$ cat config.mk
export PLATFORM = sky130hd
export DESIGN_NAME = cod_decode_tail
export DESIGN_NICKNAME = d
export VERILOG_FILES = /design/src/cod_pkg.sv /design/src/cod_flag_unit.sv /design/src/cod_decode_tail.sv
export VERILOG_INCLUDE_DIRS = /design/src
export SDC_FILE = /design/constraint.sdc
export NUM_CORES = 1
export LEC_CHECK = 0
export ABC_CLOCK_PERIOD_IN_PS = 8400
export BUFFER_PORTS_ARGS = -buffer_cell sky130_fd_sc_hd__buf_2
export CAP_MARGIN = 10
export CORE_UTILIZATION = 57
export DETAILED_ROUTE_END_ITERATION = 16
export GPL_ROUTABILITY_DRIVEN = 0
export PLACE_DENSITY = 0.82
export SETUP_SLACK_MARGIN = 0.05
export SKIP_CTS_REPAIR_TIMING = 1
export SLEW_MARGIN = 20
export SYNTH_ARGS = -nofsm -noshare
export SYNTH_HDL_FRONTEND = slang
export SYNTH_HIERARCHICAL = 1
export SYNTH_SLANG_ARGS = --single-unit
$ cat constraint.sdc
create_clock -name sys_clk_in -period 8.4 [get_ports sys_clk_in]
set_input_delay 1.26 -clock sys_clk_in [delete_from_list [all_inputs] [get_ports sys_clk_in]]
set_output_delay 1.26 -clock sys_clk_in [all_outputs]
set_load 0.02 [all_outputs]
$ cat src/cod_regs.svh
`ifndef COD_REGS_SVH
`define COD_REGS_SVH

// ********************************************
// opcode bytes
// ********************************************
`define COD_OP_ESC      8'h0f
`define COD_OP_STD      8'hfd
`define COD_OP_STI      8'hfb
`define COD_OP_WAIT     8'h9b
`define COD_OP2_SAVE_SEGMENT_DESCRIPTOR_OP    8'h78
`define COD_OP2_SAVE_LOCAL_TABLE_OP   8'h7a
`define COD_OP2_SAVE_TASK_REGISTER_OP    8'h7c
`define COD_OP2_GRP0    8'h00
`define COD_OP2_FLUSH_AND_INVALIDATE_OP  8'h09
`define COD_OP2_EXCHANGE_SUM_OP    7'h60
`define COD_REG_CHECK_READ_ACCESS_OP    3'h4
`define COD_REG_CHECK_WRITE_ACCESS_OP    3'h5
`define COD_REG_IMM_SUB 3'h5
`define COD_REG_IMM_XOR 3'h6
`define COD_REG_TEST    3'h0

// ********************************************
// clock counts on a cache hit
// ********************************************
`define COD_CLK_STD     17'h00004
`define COD_CLK_STI     17'h00006
`define COD_CLK_ALU     17'h00001
`define COD_CLK_SAVE_SEGMENT_DESCRIPTOR_OP    17'h00014
`define COD_CLK_SAVE_LOCAL_TABLE_OP   17'h00014
`define COD_CLK_SAVE_TASK_REGISTER_OP    17'h00015
`define COD_CLK_VER     17'h00008
`define COD_CLK_WAIT    17'h00001
`define COD_CLK_FLUSH_AND_INVALIDATE_OP  17'h00017
`define COD_CLK_EXCHANGE_SUM_OP    17'h00002
`define COD_CLK_SWAP_OP    17'h00002

// ********************************************
// exception vectors and limits
// ********************************************
`define COD_VEC_UD      8'h06
`define COD_VEC_SS      8'h0c
`define COD_VEC_GP      8'h0d
`define COD_REAL_LIMIT  33'h00000ffff

// ********************************************
// flag positions in the flag bus
// ********************************************
`define COD_F_CF        0
`define COD_F_PF        1
`define COD_F_AF        2
`define COD_F_ZF        3
`define COD_F_SF        4
`define COD_F_OF        5
`define COD_F_DF        6
`define COD_F_IF        7

`endif

$ cat src/cod_pkg.sv
package cod_pkg;

    // instruction classes handled here
    typedef enum logic [3:0] {
        COD_K_PASS, COD_K_STD, COD_K_STI, COD_K_SUB, COD_K_SAVE_SEGMENT_DESCRIPTOR_OP, COD_K_SAVE_LOCAL_TABLE_OP,
        COD_K_SAVE_TASK_REGISTER_OP, COD_K_TEST, COD_K_CHECK_READ_ACCESS_OP, COD_K_CHECK_WRITE_ACCESS_OP, COD_K_WAIT,
        COD_K_FLUSH_AND_INVALIDATE_OP, COD_K_EXCHANGE_SUM_OP, COD_K_SWAP_OP, COD_K_XOR
    } cod_kind_e;

    // arithmetic flavour for the flag unit
    typedef enum logic [1:0] {
        COD_ALU_SUB, COD_ALU_ADD, COD_ALU_LOGIC_AND, COD_ALU_LOGIC_XOR
    } cod_alu_e;

    typedef enum logic [1:0] {
        COD_ST_IDLE, COD_ST_EXEC, COD_ST_FPU
    } cod_state_e;

    // even parity of the low byte, as the parity flag wants
    function automatic logic cod_parity(input logic [7:0] v);
        cod_parity = ~^v;
    endfunction : cod_parity

endpackage : cod_pkg

$ cat src/cod_flag_unit.sv
`timescale 1ns/1ps
`include "cod_regs.svh"

module cod_flag_unit
    import cod_pkg::*;
#(
    parameter int W = 32
) (
    input  wire logic         sys_clk_in,
    input  wire logic         rst_n_in,
    input  wire logic         start_in,
    input  wire cod_alu_e     alu_in,
    input  wire logic [W-1:0] a_in,
    input  wire logic [W-1:0] b_in,
    output logic      [W-1:0] result_out,
    output logic      [7:0]   flags_out
);

    typedef struct packed {
        logic [W-1:0] res;
        logic [7:0]   fl;
    } cod_fu_s;

    cod_fu_s cur;
    cod_fu_s next_cur;

    // ********************************************
    // result and six arithmetic flags
    // ********************************************
    // one adder serves both add and subtract to keep the unit small
    always_comb begin
        logic [W:0]   sum;
        logic [W-1:0] bb;
        logic [W-1:0] r;
        logic         sub;
        sum = '0;
        bb = '0;
        r = '0;
        sub = 1'b0;
        next_cur = cur;
        if (start_in) begin
            sub = (alu_in == COD_ALU_SUB);
            bb = sub ? ~b_in : b_in;
            sum = {1'b0, a_in} + {1'b0, bb} + {{W{1'b0}}, sub};
            case (alu_in)
                COD_ALU_SUB, COD_ALU_ADD: r = sum[W-1:0];
                COD_ALU_LOGIC_AND:        r = a_in & b_in;
                default:                  r = a_in ^ b_in;
            endcase
            next_cur.res = r;
            next_cur.fl = '0;
            next_cur.fl[`COD_F_ZF] = (r == '0);
            next_cur.fl[`COD_F_SF] = r[W-1];
            next_cur.fl[`COD_F_PF] = cod_parity(r[7:0]);
            if (alu_in == COD_ALU_SUB || alu_in == COD_ALU_ADD) begin
                // borrow is the inverted carry on subtract
                next_cur.fl[`COD_F_CF] = sum[W] ^ sub;
                next_cur.fl[`COD_F_AF] = a_in[4] ^ b_in[4] ^ r[4];
                next_cur.fl[`COD_F_OF] = (a_in[W-1] == bb[W-1]) && (r[W-1] != a_in[W-1]);
            end
        end
    end

    always_ff @(posedge sys_clk_in) begin
        if (!rst_n_in) begin
            cur <= '0;
        end else begin
            cur <= next_cur;
        end
    end

    assign result_out = cur.res;
    assign flags_out  = cur.fl;

endmodule : cod_flag_unit

$ cat src/cod_decode_tail.sv
`timescale 1ns/1ps
`include "cod_regs.svh"

// How it works
// - set-direction sets DF only, 4 clocks
// - set-interrupt sets IF, 6 clocks, IOPL checked outside real mode
// - subtract forms other than 82 /5: six flags, 1 clock
// - segment descriptor save: 20 clocks, no flags
// - local table save: 20 clocks, no flags
// - task register save: 21 clocks, no flags
// - bit test clears OF, CF; 1 clock
// - read access check: ZF only, 8 clocks
// - write access check: ZF only, 8 clocks
// - wait stalls until FPU idle, 1 clock base
// - cache flush: 23 clocks, no flags
// - exchange-sum swaps, adds, sets flags, 2 clocks
// - exclusive or clears OF, CF; 1 clock
// - protected-only ops in real mode raise 6
// - real mode past FFFFH raises 13
// - real mode stack overrun raises 12
// - register-memory swap asserts bus lock
// - mgmt saves uncached, gated else vector 6
// - write-back cache adds dirty-line clocks

module cod_decode_tail
    import cod_pkg::*;
#(
    parameter int W = 32,
    parameter int DW = 16
) (
    input  wire logic          sys_clk_in,
    input  wire logic          rst_n_in,
    input  wire logic          instr_valid_in,
    input  wire logic [7:0]    op0_in,
    input  wire logic [7:0]    op1_in,
    input  wire logic [7:0]    modrm_in,
    input  wire logic          real_mode_in,
    input  wire logic [W-1:0]  operand_a_in,
    input  wire logic [W-1:0]  operand_b_in,
    input  wire logic [31:0]   ea_offset_in,
    input  wire logic [2:0]    access_size_in,
    input  wire logic          ea_stack_in,
    input  wire logic          selector_ok_in,
    input  wire logic [1:0]    current_privilege_level_in,
    input  wire logic [1:0]    iopl_in,
    input  wire logic          fpu_busy_in,
    input  wire logic          cache_wb_mode_in,
    input  wire logic [DW-1:0] dirty_lines_in,
    input  wire logic          smi_enable_in,
    input  wire logic [31:0]   mgmt_region_size_in,
    input  wire logic          smm_access_in,
    input  wire logic          smi_handler_in,
    output logic               busy_out,
    output logic               done_out,
    output logic [7:0]         flags_out,
    output logic [7:0]         flags_we_out,
    output logic [W-1:0]       result_out,
    output logic [W-1:0]       swap_out,
    output logic               exc_valid_out,
    output logic [7:0]         exc_vector_out,
    output logic               lock_out,
    output logic               noncache_out,
    output logic               cache_flush_out,
    output logic               pass_valid_out,
    output logic [7:0]         pass_op0_out,
    output logic [7:0]         pass_op1_out,
    output logic [7:0]         pass_modrm_out
);

    typedef struct packed {
        cod_state_e  st;
        logic        bsy;
        cod_kind_e   kind;
        logic [16:0] cnt;
        logic        zf_ok;
        logic        done;
        logic [7:0]  flags;
        logic [7:0]  we;
        logic [W-1:0] res;
        logic [W-1:0] swp;
        logic        exc;
        logic [7:0]  vec;
        logic        lock;
        logic        nc;
        logic        flush;
        logic        pv;
        logic [7:0]  p0;
        logic [7:0]  p1;
        logic [7:0]  pm;
    } cod_st_s;

    cod_st_s     cur;
    cod_st_s     next_cur;
    cod_kind_e   dk;
    logic        dmem;
    cod_alu_e    dalu;
    logic [W-1:0] fu_res;
    logic [7:0]  fu_fl;

    // ********************************************
    // opcode classification
    // ********************************************
    function automatic cod_kind_e cod_decode(input logic [7:0] b0, input logic [7:0] b1,
                                             input logic [7:0] m);
        cod_kind_e k;
        k = COD_K_PASS;
        if (b0 == `COD_OP_ESC) begin
            if (b1 == `COD_OP2_SAVE_SEGMENT_DESCRIPTOR_OP) k = COD_K_SAVE_SEGMENT_DESCRIPTOR_OP;
            else if (b1 == `COD_OP2_SAVE_LOCAL_TABLE_OP) k = COD_K_SAVE_LOCAL_TABLE_OP;
            else if (b1 == `COD_OP2_SAVE_TASK_REGISTER_OP) k = COD_K_SAVE_TASK_REGISTER_OP;
            else if (b1 == `COD_OP2_FLUSH_AND_INVALIDATE_OP) k = COD_K_FLUSH_AND_INVALIDATE_OP;
            else if (b1[7:1] == `COD_OP2_EXCHANGE_SUM_OP) k = COD_K_EXCHANGE_SUM_OP;
            else if (b1 == `COD_OP2_GRP0 && m[5:3] == `COD_REG_CHECK_READ_ACCESS_OP) k = COD_K_CHECK_READ_ACCESS_OP;
            else if (b1 == `COD_OP2_GRP0 && m[5:3] == `COD_REG_CHECK_WRITE_ACCESS_OP) k = COD_K_CHECK_WRITE_ACCESS_OP;
        end else if (b0 == `COD_OP_STD) k = COD_K_STD;
        else if (b0 == `COD_OP_STI) k = COD_K_STI;
        else if (b0 == `COD_OP_WAIT) k = COD_K_WAIT;
        else if (b0 >= 8'h28 && b0 <= 8'h2d) k = COD_K_SUB;
        else if (b0 >= 8'h30 && b0 <= 8'h35) k = COD_K_XOR;
        else if (b0 == 8'h84 || b0 == 8'h85 || b0 == 8'ha8 || b0 == 8'ha9) k = COD_K_TEST;
        else if ((b0 == 8'hf6 || b0 == 8'hf7) && m[5:3] == `COD_REG_TEST) k = COD_K_TEST;
        else if (b0 == 8'h86 || b0 == 8'h87 || b0[7:3] == 5'h12) k = COD_K_SWAP_OP;
        else if (b0[7:2] == 6'h20 && b0 != 8'h82 && m[5:3] == `COD_REG_IMM_SUB) k = COD_K_SUB;
        else if (b0[7:2] == 6'h20 && b0 != 8'h82 && m[5:3] == `COD_REG_IMM_XOR) k = COD_K_XOR;
        cod_decode = k;
    endfunction : cod_decode

    // the mod field says memory unless it is 11; short forms carry none
    function automatic logic cod_has_mem(input logic [7:0] b0, input logic [7:0] m);
        logic modrm;
        modrm = !(b0 == 8'h2c || b0 == 8'h2d || b0 == 8'h34 || b0 == 8'h35 ||
                  b0 == 8'ha8 || b0 == 8'ha9 || b0[7:3] == 5'h12 ||
                  b0 == `COD_OP_STD || b0 == `COD_OP_STI || b0 == `COD_OP_WAIT);
        cod_has_mem = modrm && (m[7:6] != 2'b11) &&
                      !(b0 == `COD_OP_ESC && m == 8'h00 && 1'b0);
    endfunction : cod_has_mem

    assign dk   = cod_decode(op0_in, op1_in, modrm_in);
    assign dmem = cod_has_mem(op0_in, modrm_in) && dk != COD_K_FLUSH_AND_INVALIDATE_OP;
    assign dalu = (dk == COD_K_SUB)  ? COD_ALU_SUB :
                  (dk == COD_K_EXCHANGE_SUM_OP) ? COD_ALU_ADD :
                  (dk == COD_K_TEST) ? COD_ALU_LOGIC_AND : COD_ALU_LOGIC_XOR;

    // flag unit registers alongside the take edge, ready one cycle later
    cod_flag_unit #(
        .W (W)
    ) u_flags (
        .sys_clk_in (sys_clk_in),
        .rst_n_in   (rst_n_in),
        .start_in   (cur.st == COD_ST_IDLE && instr_valid_in),
        .alu_in     (dalu),
        .a_in       (operand_a_in),
        .b_in       (operand_b_in),
        .result_out (fu_res),
        .flags_out  (fu_fl)
    );

    // ********************************************
    // sequencer
    // ********************************************
    always_comb begin
        logic [32:0] last;
        logic        smm_ok;
        logic [16:0] n;
        last = {1'b0, ea_offset_in} + {30'h0, access_size_in} - 33'h1;
        smm_ok = smi_enable_in && (mgmt_region_size_in != 32'h0) &&
                 (current_privilege_level_in == 2'h0) && (smm_access_in || smi_handler_in);
        n = 17'h0;
        next_cur = cur;
        next_cur.done = 1'b0;
        next_cur.exc = 1'b0;
        next_cur.pv = 1'b0;
        next_cur.flush = 1'b0;
        case (cur.st)
            COD_ST_IDLE: begin
                if (instr_valid_in) begin
                    next_cur.kind = dk;
                    next_cur.zf_ok = selector_ok_in;
                    next_cur.we = 8'h00;
                    next_cur.vec = 8'h00;
                    case (dk)
                        COD_K_STD:    n = `COD_CLK_STD;
                        COD_K_STI:    n = `COD_CLK_STI;
                        COD_K_SUB, COD_K_TEST, COD_K_XOR: n = `COD_CLK_ALU;
                        COD_K_SAVE_SEGMENT_DESCRIPTOR_OP:   n = `COD_CLK_SAVE_SEGMENT_DESCRIPTOR_OP;
                        COD_K_SAVE_LOCAL_TABLE_OP:  n = `COD_CLK_SAVE_LOCAL_TABLE_OP;
                        COD_K_SAVE_TASK_REGISTER_OP:   n = `COD_CLK_SAVE_TASK_REGISTER_OP;
                        COD_K_CHECK_READ_ACCESS_OP, COD_K_CHECK_WRITE_ACCESS_OP: n = `COD_CLK_VER;
                        COD_K_WAIT:   n = `COD_CLK_WAIT;
                        COD_K_FLUSH_AND_INVALIDATE_OP: n = `COD_CLK_FLUSH_AND_INVALIDATE_OP +
                                          (cache_wb_mode_in ? 17'(dirty_lines_in) : 17'h0);
                        COD_K_EXCHANGE_SUM_OP:   n = `COD_CLK_EXCHANGE_SUM_OP;
                        COD_K_SWAP_OP:   n = `COD_CLK_SWAP_OP;
                        default:      n = 17'h0;
                    endcase
                    if (dk == COD_K_PASS) begin
                        next_cur.pv = 1'b1;
                        next_cur.p0 = op0_in;
                        next_cur.p1 = op1_in;
                        next_cur.pm = modrm_in;
                    end else if (real_mode_in && (dk == COD_K_CHECK_READ_ACCESS_OP || dk == COD_K_CHECK_WRITE_ACCESS_OP)) begin
                        next_cur.exc = 1'b1;
                        next_cur.vec = `COD_VEC_UD;
                    end else if ((dk == COD_K_SAVE_SEGMENT_DESCRIPTOR_OP || dk == COD_K_SAVE_LOCAL_TABLE_OP || dk == COD_K_SAVE_TASK_REGISTER_OP)
                                 && !smm_ok) begin
                        next_cur.exc = 1'b1;
                        next_cur.vec = `COD_VEC_UD;
                    end else if (real_mode_in && dmem && last > `COD_REAL_LIMIT) begin
                        next_cur.exc = 1'b1;
                        next_cur.vec = ea_stack_in ? `COD_VEC_SS : `COD_VEC_GP;
                    end else if (dk == COD_K_STI && !real_mode_in &&
                                 current_privilege_level_in > iopl_in) begin
                        next_cur.exc = 1'b1;
                        next_cur.vec = `COD_VEC_GP;
                    end else begin
                        next_cur.st = COD_ST_EXEC;
                        next_cur.cnt = n - 17'h1;
                        next_cur.lock = (dk == COD_K_SWAP_OP) && dmem;
                        next_cur.nc = (dk == COD_K_SAVE_SEGMENT_DESCRIPTOR_OP || dk == COD_K_SAVE_LOCAL_TABLE_OP ||
                                       dk == COD_K_SAVE_TASK_REGISTER_OP);
                        next_cur.flush = (dk == COD_K_FLUSH_AND_INVALIDATE_OP);
                        next_cur.swp = operand_a_in;
                    end
                end
            end
            COD_ST_EXEC: begin
                if (cur.cnt != 17'h0) begin
                    next_cur.cnt = cur.cnt - 17'h1;
                end else if (cur.kind == COD_K_WAIT && fpu_busy_in) begin
                    next_cur.st = COD_ST_FPU;
                end else begin
                    next_cur.st = COD_ST_IDLE;
                    next_cur.done = 1'b1;
                    next_cur.lock = 1'b0;
                    next_cur.nc = 1'b0;
                    next_cur.res = fu_res;
                    next_cur.flags = 8'h00;
                    next_cur.we = 8'h00;
                    case (cur.kind)
                        COD_K_STD: begin
                            next_cur.flags[`COD_F_DF] = 1'b1;
                            next_cur.we[`COD_F_DF] = 1'b1;
                        end
                        COD_K_STI: begin
                            next_cur.flags[`COD_F_IF] = 1'b1;
                            next_cur.we[`COD_F_IF] = 1'b1;
                        end
                        COD_K_SUB, COD_K_EXCHANGE_SUM_OP: begin
                            next_cur.flags = fu_fl;
                            next_cur.we = 8'h3f;
                        end
                        COD_K_TEST, COD_K_XOR: begin
                            next_cur.flags = fu_fl;
                            next_cur.we = 8'h3b;
                        end
                        COD_K_CHECK_READ_ACCESS_OP, COD_K_CHECK_WRITE_ACCESS_OP: begin
                            next_cur.flags[`COD_F_ZF] = cur.zf_ok;
                            next_cur.we[`COD_F_ZF] = 1'b1;
                        end
                        default: next_cur.we = 8'h00;
                    endcase
                end
            end
            COD_ST_FPU: begin
                if (!fpu_busy_in) begin
                    next_cur.st = COD_ST_IDLE;
                    next_cur.done = 1'b1;
                    next_cur.we = 8'h00;
                end
            end
            default: next_cur.st = COD_ST_IDLE;
        endcase
        // busy kept as its own flop so the pin carries no decode
        next_cur.bsy = (next_cur.st != COD_ST_IDLE);
    end

    always_ff @(posedge sys_clk_in) begin
        if (!rst_n_in) begin
            cur <= '0;
        end else begin
            cur <= next_cur;
        end
    end

    // ********************************************
    // outputs, all from the state register
    // ********************************************
    assign busy_out        = cur.bsy;
    assign done_out        = cur.done;
    assign flags_out       = cur.flags;
    assign flags_we_out    = cur.we;
    assign result_out      = cur.res;
    assign swap_out        = cur.swp;
    assign exc_valid_out   = cur.exc;
    assign exc_vector_out  = cur.vec;
    assign lock_out        = cur.lock;
    assign noncache_out    = cur.nc;
    assign cache_flush_out = cur.flush;
    assign pass_valid_out  = cur.pv;
    assign pass_op0_out    = cur.p0;
    assign pass_op1_out    = cur.p1;
    assign pass_modrm_out  = cur.pm;

    logic take;
    assign take = (cur.st == COD_ST_IDLE) && instr_valid_in && dk != COD_K_PASS;
endmodule : cod_decode_tail

==> out/summary.txt <==
Core area: 26,000 sq um
Number of synthesized flops with an enable pin: 0
Final nets: 2,405
I/O Buffers: 300
Pre-CTS setup slack: 1560 ps
Synth Warn #: 6
Fin. Hold Viols: 0
Num ports: 305
Largest net degree at the start of global routing: 79
Asr flop ratio synth: 0
Global route overflow: 0
Share of cells above drive strength 1: 0.194
Clk_lat worst skew: 440 ps
First-pass GRT wire length: 65.4 mm
Setup TNS: 0 ps
CTS Sinks: 173
Die Y: 164 um
Drt first pass iters: 6
P_leak: 7.59 nW
Clk root buf: clkbuf_16
Placed cells: 2,415
Area Overhead vs Synth: 8.98%
Max H-tree Level: 4
Max transition margin: 0.425
FP Rows: 59
CTS tree: done
Post-route DRC: 0
Worst vdd ir: 0.110 mV
Synthesized flop and latch total: 173
TritonCTS buffer count: 17
Period Utilization, post-route: 0.776
Unrepaired setup endpoints after global routing: no
WHS: 447 ps
Avg Cell Area, Syn: 7.61 sq um
Synth top area cells: dfxtp_1, ha_1, nand2_1
DPL Wire Length: 31.9 mm
CP Data Required Time: 8770 ps
Via density: 6.09
Diode count: 0
Post-synth top area share: 0.230
Die W: 164 um
Cell taking the most area after synthesis: dfxtp_1
Clk buf depth: 2
Maxcap violations: 0
Vias in the first global route: 13.6k
Synth Flop Type: dfxtp_1
Final Slew Violations: 0
Initial Util: 0.579
Final setup fails: 0
Worst EP arrival: 6890 ps
Crit end category: flop
Mapped Cells: 1,976
Top-count cell post-synth: nand2_1
Largest fanout on the critical path: 32
Slew at the pin closest to its max-slew limit: 862 ps
Initial DRC count: 1,223
Max Freq: 0.153 GHz
Die footprint: 27,000 sq um
Drt wl/cell: 17.0 um
Post-route insts no fill: 2,447
Initial antenna violation count: 0
Pwr per Cell Area: 148 nW/um^2
Antenna viol nets, final: 0
Startpoint Class: input pin
Clock edge transition at the registers on the reported setup and hold paths: 70 ps
Synthesized area: 15,000 sq um
Total wire length: 41.5 mm
Tot Pwr: 2.43 mW
All-Layer GR Usage: 0.299
Final setup margin: 1880 ps
Unique cell type count in the Yosys netlist: 101
Skew final: 14.9 ps
Via count: 14.9k
Status: finished, final reports clean
Post-synth top cells: nand2_1, dfxtp_1, nor2_1, a21oi_1, ha_1
Final min period: 6520 ps
Sequential area share after synthesis: 0.230
WS Path Type: input pin to flop
Hold Crit Class: flop to flop
==> worst max-delay path: stages <==
cell	delay, ps
buf_2	180
nor3b_1	330
and3_1	290
a21boi_1	430
o31ai_1	150
o31a_2	350
nor2_4	110
buf_4	480
xor2_1	260
ha_1	300
and3_1	190
o21ai_1	240
and2_1	220
o21ai_0	100
xnor2_1	150
nor2_1	70
a21oi_1	220
ha_1	180
nand4_1	90
nor2_1	110
o211ai_1	130
nor4_1	270
nand4_1	130
nor4b_1	380
nand4_1	140
o21ai_1	120
==> stage by stage <==
step                      utilization  cell area [sq um]
after floorplan                     -              15100
after global routing            0.631              16400
final                           0.631              16400
after detailed placement        0.608              15800
after CTS                       0.631              16400
after global placement          0.608              15800
==> sequential cells by signal (all words and copies together) (netlist names) <==
register	cells
swap_out	32
flags_we_out	5
noncache_out	1
u_flags/flags_out	6
u_flags/result_out	31
pass_op1_out	8
result_out	32
cache_flush_out	1
exc_vector_out	4
pass_modrm_out	8
busy_out	1
flags_out	8
pass_op0_out	8
exc_valid_out	1
done_out	1
cur	24
lock_out	1
pass_valid_out	1
==> cells in the final DEF (no fill, tap or decap), types with 8 or more instances in the layout <==
cell and count:
nand2b_1 19, o21a_1 21, o22ai_1 13, clkbuf_16 17, o21ai_0 90, and3_1 15, a21o_1 17, xnor2_1 29
dfxtp_1 173, buf_2 300, and4_1 10, nor4_1 30, a211oi_1 37, or3_1 11, a31oi_1 20, buf_4 9
o31ai_1 14, and2_1 23, ha_1 118, o211ai_1 19, nand4_1 30, nor3_1 35, xor2_1 44, mux2i_1 62
inv_1 78, nand3_1 35, or2_2 16, nor2b_1 16, o211a_1 9, a22oi_1 12, nor3b_1 15, o21ai_1 8
mux2_2 11, nand2_1 248, a21oi_1 157, nor2_1 170, a211o_1 9
==> worst paths after layout <==
check	start	endpoint	slack (ps)	cells after the start
setup / recovery	op0_in[4]	u_flags/flags_out[3]	1880	26
hold / removal	u_flags/result_out[25]	result_out[25]	450	2
setup reg to reg	cur[129]	noncache_out	4890	10
hold reg to reg	u_flags/result_out[25]	result_out[25]	450	2
==> per-layer routing <==
layer,global-route usage,share of wire,wire length [um],up-vias
li1,-,-,-,7262
met5,0,0,0,-
met4,0.124,0.034,1400,0
met1,0.368,0.41,17200,6786
met2,0.518,0.48,19900,745
met3,0.0429,0.074,3070,97
==> logic make-up after synthesis <==
group,Yosys count,share of synthesized area
adder cells (fa/ha/maj),120,0.101
XOR/XNOR,73,0.0425
buffers and inverters,291,0.104
AO/OA/AOI/OAI,529,0.237
other,2,0.000499
AND/OR/NAND/NOR,714,0.235
multiplexers,74,0.0503
flip-flops,173,0.230
==> area by class of cell <==
cell class	count	area, sq um
clock buffers	20	467
clock inverters	12	121
fillers	2328	9600
inverters	82	310
multi-input cells	1516	10000
flip-flops and latches	173	3460
well taps	335	419
repair buffers	309	1570
==> power by group <==
| group | switching [mW] | total, mW | leakage (nW) | internal [mW] |
|---|---|---|---|---|
| Combinational | 0.466 | 0.750 | 5.89 | 0.284 |
| Sequential | 0.0257 | 0.887 | 1.41 | 0.862 |
| Clock | 0.371 | 0.789 | 0.289 | 0.418 |
| Total | 0.862 | 2.43 | 7.59 | 1.56 |
(Power assumes the default switching activity.)
